==> src/pdcm_pkg.sv <==
package pdcm_pkg;

  // ------------------------------------------------------------
  // widths and pin positions
  // ------------------------------------------------------------
  localparam int DATA_W = 8;
  localparam int AUX_W  = 10;
  localparam int BIT_TXD = 0;
  localparam int BIT_RXD = 1;
  localparam int BIT_RTS = 2;
  localparam int BIT_CTS = 3;
  localparam int BIT_DTR = 4;
  localparam int BIT_DSR = 5;
  localparam int BIT_DCD = 6;
  localparam int BIT_RI  = 7;
  localparam int AUX_PD_PIN = 7;

  // ------------------------------------------------------------
  // timing: memory clock divider (half period in cycles)
  // ------------------------------------------------------------
  localparam int CLK_MHZ      = 125;
  localparam int MEM_CLK_KHZ  = 1000;
  localparam int MEM_HALF_CYC = (CLK_MHZ * 1000) / (2 * MEM_CLK_KHZ);

  // ------------------------------------------------------------
  // auxiliary pin function codes
  // ------------------------------------------------------------
  localparam logic [3:0] AUX_FN_PULLUP   = 4'h0;
  localparam logic [3:0] AUX_FN_PULLDOWN = 4'h1;
  localparam logic [3:0] AUX_FN_DRIVE0   = 4'h2;
  localparam logic [3:0] AUX_FN_DRIVE1   = 4'h3;
  localparam logic [3:0] AUX_FN_POWER_ENABLE_N    = 4'h4;
  localparam logic [3:0] AUX_FN_SLEEP    = 4'h5;

  // ------------------------------------------------------------
  // stored configuration layout (one word per aux pin + option word)
  // ------------------------------------------------------------
  localparam int CFG_WORDS   = AUX_W + 1;
  localparam int OPT_WAKE    = 0;
  localparam int OPT_SUSP_PD = 1;
  localparam logic [15:0] CFG_SIGNATURE = 16'h5aa5;

  typedef enum logic [1:0] {PDCM_ST_RESET, PDCM_ST_LOAD, PDCM_ST_RUN} pdcm_state_t;

  // modem signals as seen by the serial engine
  typedef struct packed {
    logic txd;
    logic rts_n;
    logic dtr_n;
  } pdcm_modem_out_t;

  typedef struct packed {
    logic rxd;
    logic cts_n;
    logic dsr_n;
    logic dcd_n;
    logic ri_n;
  } pdcm_modem_in_t;

  // one pin: output, output enable, weak pull up, weak pull down
  typedef struct packed {
    logic o;
    logic oe;
    logic pu;
    logic pd;
  } pdcm_pin_t;

endpackage

==> src/pdcm_pin_default_config_mux.sv <==
`timescale 1ns/1ps
// Overview of operation
// - while reset is held, memory select, clock and data are not driven.
// - after reset release the memory clock pin carries the memory access clock.
// - by default data bit 0 is serial transmit out and bit 1 serial receive in.
// - by default bits 2 and 4 are rts and dtr outputs, bits 3 and 5 cts and dsr inputs.
// - by default bit 6 is carrier detect and bit 7 ring indicator, both modem status inputs.
// - with wakeup enabled and suspended, ring indicator low requests a resume to the host.
// - each aux pin takes its stored function, or weak pull-up input with no memory fitted, except pin 7.
// - aux pin 7 defaults to weak pull-down input with no memory fitted.
// - input pins pull high, or gently low in suspend when the stored option is set.
// - power enable goes low once configured and high again in suspend.
module pdcm_pin_default_config_mux #(
  parameter int HALF_CYC = pdcm_pkg::MEM_HALF_CYC
) (
  // clock and reset
  input  wire logic                        clk,
  input  wire logic                        rst_b,
  input  wire logic                        clk_en,
  // configuration memory pins
  output logic                             cfgmem_select,
  output logic                             cfgmem_select_oe,
  output logic                             cfgmem_clock,
  output logic                             cfgmem_clock_oe,
  input  wire logic                        cfgmem_data_i,
  output logic                             cfgmem_data_o,
  output logic                             cfgmem_data_oe,
  // configuration memory word port from the serial memory engine
  input  wire logic                        cfg_word_valid,
  input  wire logic [15:0]                 cfg_word,
  input  wire logic                        cfg_done,
  input  wire logic                        cfg_absent,
  output logic                             cfg_load_req,
  output logic                             cfg_bit_in,
  // serial engine side
  input  wire pdcm_pkg::pdcm_modem_out_t   modem_out,
  output pdcm_pkg::pdcm_modem_in_t         modem_in,
  input  wire logic                        mem_sel_req,
  input  wire logic                        mem_data_out,
  input  wire logic                        mem_data_drive,
  // usb state
  input  wire logic                        usb_configured,
  input  wire logic                        usb_suspended,
  output logic                             resume_req,
  output logic                             power_enable_n,
  output logic                             cfg_loaded,
  // primary data bus pins
  input  wire logic [pdcm_pkg::DATA_W-1:0] primary_data_bus_i,
  output logic [pdcm_pkg::DATA_W-1:0]      primary_data_bus_o,
  output logic [pdcm_pkg::DATA_W-1:0]      primary_data_bus_oe,
  output logic [pdcm_pkg::DATA_W-1:0]      primary_data_bus_pu,
  output logic [pdcm_pkg::DATA_W-1:0]      primary_data_bus_pd,
  // auxiliary bus pins
  input  wire logic [pdcm_pkg::AUX_W-1:0]  auxiliary_bus_i,
  output logic [pdcm_pkg::AUX_W-1:0]       auxiliary_bus_o,
  output logic [pdcm_pkg::AUX_W-1:0]       auxiliary_bus_oe,
  output logic [pdcm_pkg::AUX_W-1:0]       auxiliary_bus_pu,
  output logic [pdcm_pkg::AUX_W-1:0]       auxiliary_bus_pd
);

  // ----------------------------------------------------------------
  // input synchronisers
  // ----------------------------------------------------------------
  logic [pdcm_pkg::DATA_W-1:0] pd_s1;
  logic [pdcm_pkg::DATA_W-1:0] pd_s2;
  logic                        md_s1;
  logic                        md_s2;

  // two stages; only the second stage is read
  always_ff @(posedge clk or negedge rst_b) begin
    if (!rst_b) begin
      pd_s1 <= '1;
      pd_s2 <= '1;
      md_s1 <= 1'b1;
      md_s2 <= 1'b1;
    end else if (clk_en) begin
      pd_s1 <= primary_data_bus_i;
      pd_s2 <= pd_s1;
      md_s1 <= cfgmem_data_i;
      md_s2 <= md_s1;
    end
  end

  assign cfg_bit_in = md_s2;

  // ----------------------------------------------------------------
  // configuration load sequencing
  // ----------------------------------------------------------------
  pdcm_pkg::pdcm_state_t state;
  pdcm_pkg::pdcm_state_t next_state;
  logic [3:0]            aux_fn [pdcm_pkg::AUX_W];
  logic [15:0]           options;
  logic                  mem_valid;
  logic [3:0]            word_idx;
  logic                  sig_ok;
  logic                  cfg_word_take;

  assign sig_ok        = (cfg_word == pdcm_pkg::CFG_SIGNATURE);
  assign cfg_word_take = (state == pdcm_pkg::PDCM_ST_LOAD) && cfg_word_valid;

  // leave reset, load, then run; absence falls back to defaults
  always_comb begin
    next_state = state;
    case (state)
      pdcm_pkg::PDCM_ST_RESET: next_state = pdcm_pkg::PDCM_ST_LOAD;
      pdcm_pkg::PDCM_ST_LOAD: begin
        if (cfg_done || cfg_absent) begin
          next_state = pdcm_pkg::PDCM_ST_RUN;
        end
      end
      default: next_state = pdcm_pkg::PDCM_ST_RUN;
    endcase
  end

  always_ff @(posedge clk or negedge rst_b) begin
    if (!rst_b) begin
      state <= pdcm_pkg::PDCM_ST_RESET;
    end else if (clk_en) begin
      state <= next_state;
    end
  end

  // word 0 is the signature, then options, then one word per aux pin
  always_ff @(posedge clk or negedge rst_b) begin
    if (!rst_b) begin
      word_idx  <= 4'h0;
      mem_valid <= 1'b0;
      options   <= 16'h0000;
    end else if (clk_en) begin
      if (cfg_word_take) begin
        word_idx <= word_idx + 4'h1;
        if (word_idx == 4'h0) begin
          mem_valid <= sig_ok;
        end else if (word_idx == 4'h1) begin
          options <= cfg_word;
        end
      end
      if (state == pdcm_pkg::PDCM_ST_LOAD && cfg_absent) begin
        mem_valid <= 1'b0;
      end
    end
  end

  // per-pin function store
  for (genvar g = 0; g < pdcm_pkg::AUX_W; g++) begin : g_fn
    always_ff @(posedge clk or negedge rst_b) begin
      if (!rst_b) begin
        aux_fn[g] <= pdcm_pkg::AUX_FN_PULLUP;
      end else if (clk_en && cfg_word_take && word_idx == 4'(g + 2)) begin
        aux_fn[g] <= cfg_word[3:0];
      end
    end
  end

  assign cfg_load_req = (state == pdcm_pkg::PDCM_ST_LOAD);
  assign cfg_loaded   = (state == pdcm_pkg::PDCM_ST_RUN);

  // ----------------------------------------------------------------
  // memory clock divider and memory pins
  // ----------------------------------------------------------------
  logic [7:0] div_cnt;
  logic       mem_clk;

  always_ff @(posedge clk or negedge rst_b) begin
    if (!rst_b) begin
      div_cnt <= 8'h00;
      mem_clk <= 1'b0;
    end else if (clk_en) begin
      if (div_cnt == 8'(HALF_CYC - 1)) begin
        div_cnt <= 8'h00;
        mem_clk <= ~mem_clk;
      end else begin
        div_cnt <= div_cnt + 8'h01;
      end
    end
  end

  // reset drops the enables asynchronously, so pins float in reset
  assign cfgmem_clock     = mem_clk;
  assign cfgmem_clock_oe  = (state != pdcm_pkg::PDCM_ST_RESET);
  assign cfgmem_select    = mem_sel_req & cfgmem_clock_oe;
  assign cfgmem_select_oe = cfgmem_clock_oe;
  assign cfgmem_data_o    = mem_data_out;
  assign cfgmem_data_oe   = cfgmem_clock_oe & mem_data_drive;

  // ----------------------------------------------------------------
  // suspend pull policy and usb status outputs
  // ----------------------------------------------------------------
  logic susp_pd;
  logic wake_en;

  assign susp_pd = mem_valid & options[pdcm_pkg::OPT_SUSP_PD] & usb_suspended;
  assign wake_en = mem_valid & options[pdcm_pkg::OPT_WAKE];

  // resume is a level held while suspended and ring indicator stays low
  always_ff @(posedge clk or negedge rst_b) begin
    if (!rst_b) begin
      resume_req     <= 1'b0;
      power_enable_n <= 1'b1;
    end else if (clk_en) begin
      resume_req     <= wake_en & usb_suspended & ~pd_s2[pdcm_pkg::BIT_RI];
      power_enable_n <= ~(usb_configured & ~usb_suspended);
    end
  end

  // ----------------------------------------------------------------
  // primary data bus: fixed default serial and modem assignment
  // ----------------------------------------------------------------
  localparam logic [pdcm_pkg::DATA_W-1:0] PRIM_OUT_MASK = 8'h15;

  always_comb begin
    primary_data_bus_o                    = '0;
    primary_data_bus_o[pdcm_pkg::BIT_TXD] = modem_out.txd;
    primary_data_bus_o[pdcm_pkg::BIT_RTS] = modem_out.rts_n;
    primary_data_bus_o[pdcm_pkg::BIT_DTR] = modem_out.dtr_n;
  end

  assign primary_data_bus_oe = cfg_loaded ? PRIM_OUT_MASK : '0;
  assign primary_data_bus_pu = ~primary_data_bus_oe & {pdcm_pkg::DATA_W{~susp_pd}};
  assign primary_data_bus_pd = ~primary_data_bus_oe & {pdcm_pkg::DATA_W{susp_pd}};

  assign modem_in.rxd   = pd_s2[pdcm_pkg::BIT_RXD];
  assign modem_in.cts_n = pd_s2[pdcm_pkg::BIT_CTS];
  assign modem_in.dsr_n = pd_s2[pdcm_pkg::BIT_DSR];
  assign modem_in.dcd_n = pd_s2[pdcm_pkg::BIT_DCD];
  assign modem_in.ri_n  = pd_s2[pdcm_pkg::BIT_RI];

  // ----------------------------------------------------------------
  // auxiliary bus: stored function, or defaults when no memory
  // ----------------------------------------------------------------
  function automatic pdcm_pkg::pdcm_pin_t aux_decode(input logic [3:0] fn, input logic pwr_n,
                                                     input logic susp, input logic spd);
    pdcm_pkg::pdcm_pin_t p;
    p = '{o: 1'b0, oe: 1'b0, pu: ~spd, pd: spd};
    if (fn == pdcm_pkg::AUX_FN_PULLDOWN) begin
      p = '{o: 1'b0, oe: 1'b0, pu: 1'b0, pd: 1'b1};
    end else if (fn == pdcm_pkg::AUX_FN_DRIVE0) begin
      p = '{o: 1'b0, oe: 1'b1, pu: 1'b0, pd: 1'b0};
    end else if (fn == pdcm_pkg::AUX_FN_DRIVE1) begin
      p = '{o: 1'b1, oe: 1'b1, pu: 1'b0, pd: 1'b0};
    end else if (fn == pdcm_pkg::AUX_FN_POWER_ENABLE_N) begin
      p = '{o: pwr_n, oe: 1'b1, pu: 1'b0, pd: 1'b0};
    end else if (fn == pdcm_pkg::AUX_FN_SLEEP) begin
      p = '{o: ~susp, oe: 1'b1, pu: 1'b0, pd: 1'b0};
    end
    return p;
  endfunction

  for (genvar g = 0; g < pdcm_pkg::AUX_W; g++) begin : g_aux
    logic [3:0]          fn_eff;
    pdcm_pkg::pdcm_pin_t pin;
    // until loaded, or with no valid memory, defaults apply
    assign fn_eff = (cfg_loaded && mem_valid) ? aux_fn[g] :
                    (g == pdcm_pkg::AUX_PD_PIN) ? pdcm_pkg::AUX_FN_PULLDOWN :
                    pdcm_pkg::AUX_FN_PULLUP;
    assign pin = aux_decode(fn_eff, power_enable_n, usb_suspended, susp_pd);
    assign auxiliary_bus_o[g]  = pin.o;
    assign auxiliary_bus_oe[g] = pin.oe;
    assign auxiliary_bus_pu[g] = pin.pu;
    assign auxiliary_bus_pd[g] = pin.pd;
  end

endmodule

==> config.mk <==
export PLATFORM = sky130hd
export DESIGN_NAME = pdcm_pin_default_config_mux
export DESIGN_NICKNAME = d
export VERILOG_FILES = /design/src/pdcm_pkg.sv /design/src/pdcm_pin_default_config_mux.sv
export SDC_FILE = /design/constraint.sdc
export NUM_CORES = 1
export LEC_CHECK = 0
export BUFFER_PORTS_ARGS = -buffer_cell sky130_fd_sc_hd__buf_2
export CAP_MARGIN = 20
export CELL_PAD_IN_SITES_DETAIL_PLACEMENT = 1
export CELL_PAD_IN_SITES_GLOBAL_PLACEMENT = 2
export CORE_UTILIZATION = 32
export DETAILED_ROUTE_END_ITERATION = 8
export GPL_TIMING_DRIVEN = 0
export PLACE_DENSITY = 0.81
export SLEW_MARGIN = 30
export SYNTH_ARGS = -nofsm -noshare
export SYNTH_HDL_FRONTEND = slang
export SYNTH_SLANG_ARGS = --single-unit
==> constraint.sdc <==
create_clock -name clk -period 2.1 [get_ports clk]
set_input_delay 0.105 -clock clk [delete_from_list [all_inputs] [get_ports clk]]
set_output_delay 0.105 -clock clk [all_outputs]
set_load 0.005 [all_outputs]
==> key figures, run 1 <==
Run status
  • Outcome: complete, no violations

Placement
  • Port bufs: 108
  • HPWL after DPL: 9.25 mm
  • GP Congestion: 0.775
  • Inst Count DP: 722

Pwr
  • Share of total power in sequential cells: 0.367
  • Int Power: 3.35 mW
  • Leakage: 2.74 nW
  • Logic pwr share: 0.325
  • P_sw: 1.76 mW
  • Switch share: 0.344
  • Worst vdd ir: 449 µV
  • Power Total: 5.11 mW
  • Power per cell area: 870 nW/µm²
  • Clock network fraction of total power: 0.307

Floorplanning
  • Core area: 13900 µm²
  • # IOs: 137
  • Initial Util: 0.329
  • Core Rows: 43
  • Die area: 14800 µm²
  • Die H: 122 µm
  • Die width: 122 µm

Synth
  • FFs w/ async S/R, synth: 1.00
  • Ys Warns: 0
  • Most common flop cell mapped by yosys: dfrtp_1
  • Synth Area per Inst: 10.8 µm²
  • Syn Std Cell Area: 4580 µm²
  • Post-Syn Instances: 424
  • Number of flops mapped to enable cells by yosys: 0
  • Proportion of synthesized chip area in sequential cells: 0.397
  • Yosys cell types: 57
  • FF+latch count, synth: 72

Global route
  • Total gr overflow: 0
  • Tot GR Track Use: 0.181
  • First-pass GRT wire length: 20.4 mm
  • Number of global-route vias before repair: 3848
  • Initial antenna violation count: 0
  • Largest net degree at the start of global routing: 51

Finish
  • Commonest non-fill, non-tap cells in the layout: 114 x buf_2, 58 x dfrtp_1, 33 x buf_4, 30 x mux2_2, 26 x mux2_4
  • Commonest non-fill, non-tap cell in the layout: buf_2
  • Post-route insts no fill: 741
  • Area grow syn2layout: 28.1%
  • Share of layout cells above drive strength 1: 0.492
  • # diodes: 0
  • Layout Utilization: 0.421
  • Nets: 611

Timing
  • Max Clk Rate: 497 MHz
  • Setup violations, final: 0
  • Setup Skew: 0.0122 ns
  • Fin crit period: 2.01 ns
  • Max Slew Vio Count: 0
  • RSZ-0062 raised after global routing: yes
  • Final Cycle Share: 0.959
  • Final Hold Vio Count: 0
  • Slew @ Worst Pin: 0.742 ns
  • Rel. slew slack: 0.505

Clock tree
  • CTS tree: yes
  • Register clock-pin slew on the reported worst setup and hold paths: 0.06 ns
  • H-tree Lvls: 3
  • CTS Root Cell: clkbuf_16
  • Worst skew pair latency: 0.33 ns
  • Total CTS buffers: 9
  • Clk sinks: 72
  • Clk buf depth: 2
  • Post-CTS Setup Inserts: 0

Critical path
  • Crit path required time: 2.00 ns
  • Critical path, cell by cell: nand3b_1 > buf_4 > o31a_1 > o32ai_1 > buf_2
  • Slowest CP cell: dfrtp_1
  • Crit Path Max Fanout: 10
  • Setup crit end kind: primary output
  • Crit Path Class: register to primary output
  • Startpoint Class: register
  • CP max stage delay: 0.45 ns
  • Crit path arrival time: 1.91 ns

Detailed routing
  • DR vias/cell: 5.00
  • Vias: 3704
  • WL/cell: 17.5 µm
  • Drt first pass iters: 4
  • Antenna-violating nets left: 0
  • Drt total wl: 13.0 mm
  • DRC violation count after routing: 0
  • Initial DRC Count: 123

Run
  • Max_cap viols: 0

Worst hold path
  • Hold crit path type: primary input to register
==> area by class of cell <==
cell class	count	area, µm²
sequential	72	1820
clock inverter	3	20.0
inverter	18	67.6
fill	1573	8060
buffer	60	422
tap	180	225
multi-input combinational	282	2410
timing repair buffer	113	611
clock buffer	13	293
==> per-layer routing <==
layer	wire [µm]	track usage	vias to the layer above
li1	-	-	1750
met1	5620	0.219	1854
met2	6690	0.326	88
met3	511	0.0403	12
met4	134	0.0394	0
met5	0	0	-
==> flip-flops by register name (all words and copies together), names as in the netlist <==
signal,flops
cfg_bit_in,1
mem_valid,1
pd_s2,5
power_enable_n,1
cfgmem_clock,1
resume_req,1
word_idx,4
state,2
md_s1,1
pd_s1,5
div_cnt,8
options,2
aux_fn,40
==> path summary, 6_finish.rpt <==
path | start | endpoint | slack (ns) | depth (start not counted)
max | state[0]$_DFFE_PN0P_ | auxiliary_bus_pd[4] | 0.09 | 5
min | primary_data_bus_i[3] | pd_s1[3]$_DFFE_PN1P_ | 0.01 | 2
max reg2reg | div_cnt[1]$_DFFE_PN0P_ | div_cnt[0]$_DFFE_PN0P_ | 0.37 | 5
min reg2reg | div_cnt[7]$_DFFE_PN0P_ | div_cnt[7]$_DFFE_PN0P_ | 0.46 | 1
max in group asynchronous | rst_b | power_enable_n$_DFFE_PN1P_ | 1.27 | 3
min in group asynchronous | rst_b | aux_fn[26]$_DFFE_PN0P_ | 0.23 | 2
==> stage by stage <==
stage	setup slack, ns	hold WS, ns	setup TNS, ns	instance area (µm²)
after floorplan	0.526	-0.191	0	4620
after global placement	-0.251	0.266	-2.45	5380
after detailed placement	-0.327	0.0383	-3.67	5410
after CTS	-0.00629	0.00560	-0.0113	5800
after global routing	-0.0533	0.00742	-0.0865	5870
final	0.0869	0.0121	0	5870
==> cells in the mapped netlist (4+ instances only) <==
library cell | count | area (µm²)
a21oi_1 | 13 | 65.1
and4b_4 | 4 | 55.1
mux2_2 | 30 | 338
mux2_4 | 26 | 390
nor3_1 | 13 | 65.1
ha_1 | 6 | 75.1
a211oi_1 | 20 | 150
nor2b_1 | 23 | 144
nand3_1 | 7 | 35.0
buf_6 | 5 | 56.3
nor2_1 | 10 | 37.5
buf_1 | 6 | 22.5
nand4_1 | 4 | 25.0
buf_4 | 31 | 233
clkbuf_1 | 14 | 52.6
o31a_1 | 9 | 78.8
dfstp_2 | 13 | 342
nor4bb_1 | 4 | 40.0
dfrtp_1 | 59 | 1480
nand3b_1 | 8 | 60.1
buf_2 | 4 | 20.0
inv_1 | 18 | 67.6
o21ai_0 | 15 | 75.1
o32ai_1 | 9 | 78.8
xnor2_1 | 13 | 114
or3_1 | 10 | 62.6
nand2_1 | 6 | 22.5
and3_4 | 4 | 45.0
==> critical path, delay by kind of cell (launching register included) <==
kind	cells	cell delay, ns
AO/OA/AOI/OAI	2	0.50
flip-flops	1	0.45
buffers and inverters	2	0.39
AND/OR/NAND/NOR	1	0.23
==> timing repair <==
action	4_1_cts	5_1_grt
hold endpoints to repair	25	0
setup endpoints to repair	55	23
gates resized for setup	14	16
hold buffers	4	0
pin swaps	0	0
==> kinds of logic after synthesis <==
kind of cell	count (synthesis)	share of synthesized area
AND/OR/NAND/NOR	114	0.173
AO/OA/AOI/OAI	80	0.121
multiplexers	56	0.159
other	1	0.000818
flip-flops	72	0.397
adder cells (fa/ha/maj)	6	0.0164
buffers and inverters	79	0.103
XOR/XNOR	16	0.0306
==> power groups by stage <==
stage | Clock (mW) | Sequential (mW) | Combinational, mW
after floorplan | 0 | 1.81 | 1.01
after global placement | 0 | 1.86 | 1.51
after detailed placement | 0 | 1.89 | 1.59
after CTS | 1.61 | 1.87 | 1.62
after global routing | 1.67 | 1.92 | 1.83
final | 1.57 | 1.88 | 1.66
(Power assumes the default switching activity.)
==> run 2, diff against run 1 <==
--- a/config.mk
+++ b/config.mk
@@ -11,7 +11,7 @@
 export CELL_PAD_IN_SITES_GLOBAL_PLACEMENT = 2
 export CORE_UTILIZATION = 32
 export DETAILED_ROUTE_END_ITERATION = 8
-export GPL_TIMING_DRIVEN = 0
+export GPL_TIMING_DRIVEN = 1
 export PLACE_DENSITY = 0.81
 export SLEW_MARGIN = 30
 export SYNTH_ARGS = -nofsm -noshare
==> run 2 against run 1 <==
Compared with the run above: power decreased by 1.8%; register-to-register slack better by 0.02 ns; global-route usage shrank 1.6 points; clock skew decreased by 0.0046 ns; clock power increased by 3%; critical path type unchanged; critical endpoint is now auxiliary_bus_o[4]; largest cell class unchanged; highest routed layer unchanged.
==> key figures, run 2 (synthesized netlist as in run 1, its figures left out) <==
Run status
  • Outcome: complete, no violations

Floorplanning
  • Die area: 14800 µm² (unchanged)
  • Die H: 122 µm (unchanged)
  • Die width: 122 µm (unchanged)
  • Core Rows: 43 (unchanged)
  • # IOs: 137 (unchanged)
  • Core area: 13900 µm² (unchanged)
  • Initial Util: 0.329 (unchanged)

Timing
  • Final Cycle Share: 0.965 (+0.00662)
  • Max Slew Vio Count: 0 (unchanged)
  • Post-route setup slack: 0.0730 ns (-0.0139 ns)
  • Max Clk Rate: 493 MHz (-0.69%)
  • Setup Skew: 0.00765 ns (-0.00460 ns)
  • Setup violations, final: 0 (unchanged)
  • Fin crit period: 2.03 ns (+0.0139 ns)
  • Setup TNS: 0 ns (unchanged)
  • RSZ-0062 raised after global routing: no
  • Final Hold Vio Count: 0 (unchanged)

Critical path
  • Startpoint Class: register
  • Critical path, cell by cell: nor2b_1 > o21ai_0 > a211oi_1 > buf_2
  • Crit Path Max Fanout: 12 (+2)
  • Crit path arrival time: 1.92 ns (about the same)
  • Setup crit end kind: primary output
  • Crit Path Class: register to primary output
  • CP max stage delay: 0.74 ns (+0.29 ns)
  • Crit path required time: 2.00 ns (about the same)
  • Slowest CP cell: dfstp_2
  • R2R Path Start: state[1]$_DFFE_PN0P_
  • Reg2Reg Setup Slack: 0.39 ns (+0.02 ns)
  • Setup crit start: power_enable_n$_DFFE_PN1P_

Finish
  • Area grow syn2layout: 20.1%
  • FF+latch area: 1820 µm² (unchanged)
  • # diodes: 0 (unchanged)
  • Area of the multi-input gates: 2340 µm² (-3.3%)
  • Layout Utilization: 0.395 (-0.0264)
  • Most flops, register: aux_fn
  • Number of flip-flops in the largest register: 40 (unchanged)
  • Fill count: 1549 (-1.5%)
  • Commonest non-fill, non-tap cells in the layout: 105 x buf_2, 58 x dfrtp_1, 30 x mux2_2, 26 x mux2_4, 23 x nor2b_1
  • Commonest non-fill, non-tap cell in the layout: buf_2
  • Share of layout cells above drive strength 1: 0.435 (-0.0573)
  • Nets: 563 (-7.9%)
  • Top flop regs: aux_fn (40), div_cnt (8)

Detailed routing
  • Antenna-violating nets left: 0 (unchanged)
  • Vias: 3534 (-4.6%)
  • DR vias/cell: 5.10 (+2.0%)
  • Drt total wl: 12.1 mm (-6.6%)
  • DRC violation count after routing: 0 (unchanged)
  • WL/cell: 17.5 µm (about the same)
  • Initial DRC Count: 114 (-7.3%)
  • Drt first pass iters: 4 (unchanged)

Clock tree
  • Register clock-pin slew on the reported worst setup and hold paths: 0.06 ns (about the same)
  • Total CTS buffers: 9 (unchanged)
  • Worst skew pair latency: 0.33 ns (about the same)
  • Clk buf depth: 2 (unchanged)
  • CTS tree: yes
  • CTS Root Cell: clkbuf_16
  • H-tree Lvls: 3 (unchanged)
  • Clk sinks: 72 (unchanged)

Pwr
  • Switch share: 0.331 (-0.0134)
  • Worst vdd ir: 390 µV (-13%)
  • Leakage: 2.54 nW (-7.3%)
  • Int Power: 3.36 mW (+0.16%)
  • Logic pwr share: 0.302 (-0.023)
  • Power per cell area: 912 nW/µm² (+4.7%)
  • P_sw: 1.66 mW (-5.6%)
  • Share of total power in sequential cells: 0.377 (+0.010)
  • Clock network fraction of total power: 0.321 (+0.014)

Placement
  • HPWL after DPL: 8.46 mm (-8.5%)
  • Port bufs: 105 (-2.8%)
  • GP Congestion: 0.745 (-3.8%)
  • Pre-CTS setup slack: 0.391 ns (+0.718 ns)

Worst hold path
  • Worst hold start: cfgmem_data_i
  • Hold crit path type: primary input to register

Global route
  • Largest net degree at the start of global routing: 41 (-20%)
  • Tot GR Track Use: 0.166 (-0.0156)
  • Initial antenna violation count: 0 (unchanged)
  • Total gr overflow: 0 (unchanged)
  • Number of global-route vias before repair: 3646 (-5.2%)
  • First-pass GRT wire length: 19.0 mm (-6.7%)

Run
  • Max_cap viols: 0 (unchanged)
[run 2: cell types whose count changed in the layout (fill, tap and decap cells not counted), sizes merged]
cell	previous run	this run
inv	19	20
buf	158	118
dlygate4sd3	4	6
clkinv	2	0
clkbuf	24	15
[run 2: per-layer routing]
layer / wire length [µm] / GRT usage / up-vias
met1: 5310 / 0.200 / 1799
met5: 0 / 0 / -
li1: - / - / 1652
met3: 482 / 0.0412 / 5
met4: 61 / 0.0270 / 0
met2: 6250 / 0.299 / 78
[run 2: per-stage QoR]
step	hold WS (ns)	cell area, µm²	power, mW	instances
2_1_floorplan	-0.191	4620	2.82	433
3_3_place_gp	0.0577	5060	3.23	667
3_5_place_dp	0.0727	5060	3.31	667
4_1_cts	0.000779	5460	4.97	689
5_1_grt	0.00157	5500	5.32	693
6_report	0.00986	5500	5.02	693
[run 2: worst max-delay path: cells and delay by family (launching register included)]
family	cells	cell delay, ns
compound gates	2	0.50
simple gates	1	0.17
buf+inv	1	0.19
flops	1	0.74
[run 2: final timing paths]
| path | endpoint | cells past startpoint |
|---|---|---|
| max | auxiliary_bus_o[4] | 4 |
| min | md_s1$_DFFE_PN1P_ | 2 |
| max reg2reg | aux_fn[28]$_DFFE_PN0P_ | 4 |
| min reg2reg | cfgmem_clock$_DFFE_PN0P_ | 1 |
| max in group asynchronous | md_s1$_DFFE_PN1P_ | 3 |
| min in group asynchronous | state[0]$_DFFE_PN0P_ | 2 |
[run 2: power by group through the flow]
stage          clock network [mW]  logic (mW)  registers, mW
2_1_floorplan                   0        1.01           1.81
3_3_place_gp                    0        1.34           1.89
3_5_place_dp                    0        1.40           1.92
4_1_cts                      1.65        1.43           1.90
5_1_grt                      1.72        1.67           1.94
6_report                     1.61        1.51           1.89
[run 2: final cells by class]
| type | count | area share |
|---|---|---|
| multi-input combinational | 282 | 0.424 |
| sequential | 72 | 0.331 |
| timing repair buffer | 125 | 0.133 |
| clock buffer | 14 | 0.0559 |
| tap | 180 | 0.0409 |
| inverter | 18 | 0.0123 |
| clock inverter | 2 | 0.00273 |
[run 2: timing repair]
action                                 in CTS  in global routing
setup buffers                               0                  3
setup endpoints to repair                   1                  7
gates cloned                                0                  1
hold buffers                                6                  0
endpoints found under the hold margin      16                  0
resized for setup                           1                  1
==> run 3, diff against run 2 <==
--- a/config.mk
+++ b/config.mk
@@ -12,7 +12,7 @@
 export CORE_UTILIZATION = 32
 export DETAILED_ROUTE_END_ITERATION = 8
 export GPL_TIMING_DRIVEN = 1
-export PLACE_DENSITY = 0.81
+export PLACE_DENSITY = 0.9
 export SLEW_MARGIN = 30
 export SYNTH_ARGS = -nofsm -noshare
 export SYNTH_HDL_FRONTEND = slang
==> run 3 against run 2 <==
Compared with the run above: wire length down 0.45%; combinational power fell by 7%; sequential share of layout area up 0.29 points; clock skew is 0.0030 ns lower; clock power is 2% higher; power decreased by 1.6%; sequential power about the same; via count fell by 2.1%; first-iteration DRC count fell by 41%; critical endpoint is now auxiliary_bus_pd[6]; largest cell class unchanged; highest routed layer unchanged.
==> key figures, run 3 (synthesized netlist as in run 1, its figures left out) <==
Floorplanning
  • Core Rows: 43 (unchanged)
  • Initial Util: 0.329 (unchanged)
  • # IOs: 137 (unchanged)
  • Die H: 122 µm (unchanged)
  • Die area: 14800 µm² (unchanged)
  • Core area: 13900 µm² (unchanged)
  • Die width: 122 µm (unchanged)

Timing
  • Setup violations, final: 0 (unchanged)
  • Max Clk Rate: 496 MHz (+0.53%)
  • Fin crit period: 2.02 ns (-0.0106 ns)
  • Setup TNS: 0 ns (unchanged)
  • Setup Skew: 0.00469 ns (-0.00296 ns)
  • Post-route setup slack: 0.0835 ns (+0.0106 ns)
  • Max Slew Vio Count: 0 (unchanged)
  • Slew @ Worst Pin: 0.694 ns
  • Rel. slew slack: 0.538
  • RSZ-0062 raised after global routing: no
  • Final Cycle Share: 0.960 (-0.00504)
  • Final Hold Vio Count: 0 (unchanged)

Detailed routing
  • Drt total wl: 12.0 mm (-0.45%)
  • Vias: 3461 (-2.1%)
  • Antenna-violating nets left: 0 (unchanged)
  • Initial DRC Count: 67 (-41%)
  • WL/cell: 17.4 µm (-0.16%)
  • DR vias/cell: 5.01 (-1.8%)
  • Drt first pass iters: 4 (unchanged)
  • DRC violation count after routing: 0 (unchanged)

Critical path
  • Crit Path Class: register to primary output
  • Crit Path Max Fanout: 38 (+26)
  • Crit path required time: 2.00 ns (about the same)
  • Crit path arrival time: 1.91 ns (about the same)
  • Setup crit end kind: primary output
  • Startpoint Class: register

Finish
  • Fill count: 1573 (+1.5%)
  • Post-route insts no fill: 691 (-0.29%)
  • # diodes: 0 (unchanged)
  • Commonest non-fill, non-tap cell in the layout: buf_2
  • Number of flip-flops in the largest register: 40 (unchanged)
  • Top flop regs: aux_fn (40), div_cnt (8)
  • Share of layout cells above drive strength 1: 0.431 (-0.00417)
  • Area grow syn2layout: 19.0%
  • Nets: 561 (-0.36%)
  • Most flops, register: aux_fn
  • Commonest non-fill, non-tap cells in the layout: 105 x buf_2, 58 x dfrtp_1, 30 x mux2_2, 26 x mux2_4, 23 x nor2b_1

Worst hold path
  • Hold crit path type: primary input to register

Pwr
  • Share of total power in sequential cells: 0.382 (+0.005)
  • Logic pwr share: 0.285 (-0.017)
  • Leakage: 2.50 nW (-1.5%)
  • Power Total: 4.94 mW (-1.6%)
  • Int Power: 3.29 mW (-1.8%)
  • Power per cell area: 905 nW/µm² (-0.73%)
  • Switch share: 0.333 (+0.00179)
  • Clock network fraction of total power: 0.333 (+0.012)
  • P_sw: 1.64 mW (-1.1%)
  • Worst vdd ir: 400 µV (+2.8%)

Clock tree
  • H-tree Lvls: 3 (unchanged)
  • Worst skew pair latency: 0.34 ns (about the same)
  • Clk sinks: 72 (unchanged)
  • CTS Root Cell: clkbuf_16
  • CTS tree: yes
  • Total CTS buffers: 9 (unchanged)
  • Clk buf depth: 2 (unchanged)
  • Register clock-pin slew on the reported worst setup and hold paths: 0.06 ns (about the same)
  • Post-CTS Setup Inserts: 0 (unchanged)

Global route
  • First-pass GRT wire length: 19.0 mm (about the same)
  • Number of global-route vias before repair: 3588 (-1.6%)
  • Tot GR Track Use: 0.169 (+0.00317)
  • Largest net degree at the start of global routing: 39 (-4.9%)
  • Total gr overflow: 0 (unchanged)
  • Initial antenna violation count: 0 (unchanged)

Run status
  • Outcome: complete, no violations

Placement
  • HPWL after DPL: 8.48 mm (+0.24%)
  • Inst Count DP: 668 (+0.15%)
  • GP Congestion: 0.794 (+6.5%)
  • Pre-CTS setup slack: 0.366 ns (-0.0248 ns)
  • Port bufs: 105 (unchanged)

Run
  • Max_cap viols: 0 (unchanged)
## run 3: changes by cell type in the layout (fill, tap and decap cells not counted), sizes merged
cell         previous run  this run
buf                   118       116
clkinvlp                0         2
bufinv                  0         2
clkinv                  0         1
inv                    20        19
clkbuf                 15        10
dlygate4sd3             6         7
## run 3: metal layers
metal / part of all wire / vias up / GRT usage
met1: 0.41 / 1716 / 0.189
li1: - / 1654 / -
met5: 0 / - / 0
met3: 0.045 / 17 / 0.0412
met4: 0.019 / 0 / 0.0617
met2: 0.53 / 74 / 0.308
## run 3: power groups by stage
stage / Clock, mW / Combinational, mW / Sequential, mW
finish: 1.65 / 1.41 / 1.88
global route: 1.75 / 1.54 / 1.92
CTS: 1.69 / 1.43 / 1.88
detailed placement: 0 / 1.39 / 1.90
global placement: 0 / 1.31 / 1.87
floorplan: 0 / 1.01 / 1.81
## run 3: path summary, 6_finish.rpt
check / start / end / slack, ns / depth (start not counted)
min: primary_data_bus_i[6] / pd_s1[6]$_DFFE_PN1P_ / 0.01 / 2
max: state[0]$_DFFE_PN0P_ / auxiliary_bus_pd[6] / 0.08 / 5
min reg2reg: cfgmem_clock$_DFFE_PN0P_ / cfgmem_clock$_DFFE_PN0P_ / 0.46 / 1
min in group asynchronous: rst_b / state[0]$_DFFE_PN0P_ / 0.35 / 2
max in group asynchronous: rst_b / aux_fn[9]$_DFFE_PN0P_ / 1.11 / 3
max reg2reg: div_cnt[1]$_DFFE_PN0P_ / div_cnt[0]$_DFFE_PN0P_ / 0.35 / 5
## run 3: timing repair
item                       4_1_cts  5_1_grt
setup endpoints to repair        1        3
hold buffers                     7        0
gates resized for setup          1        1
hold endpoints to repair        21        0
cloned                           0        0
## run 3: critical path, cell delays in order (launching register included)
cell and delay, ns:
dfrtp_2 0.44, nand3b_1 0.19, buf_6 0.22, o31a_1 0.28, o32ai_1 0.26, buf_2 0.17
## run 3: cell type report
| cell class | instances | area [µm²] | area share |
|---|---|---|---|
| multi-input cells | 282 | 2330 | 0.427 |
| clock buffers | 10 | 229 | 0.0420 |
| flip-flops and latches | 72 | 1820 | 0.333 |
| repair buffers | 123 | 694 | 0.127 |
| clock inverters | 6 | 92.6 | 0.0170 |
| inverters | 18 | 67.6 | 0.0124 |
| well taps | 180 | 225 | 0.0413 |
## run 3: metrics by stage
| stage | util | area (µm²) | hold slack [ns] |
|---|---|---|---|
| 6_report | 0.392 | 5460 | 0.0144 |
| 5_1_grt | 0.392 | 5460 | 0.00932 |
| 4_1_cts | 0.391 | 5460 | 0.00597 |
| 3_5_place_dp | 0.363 | 5060 | 0.194 |
| 3_3_place_gp | 0.363 | 5060 | 0.171 |
| 2_1_floorplan | - | 4620 | -0.191 |
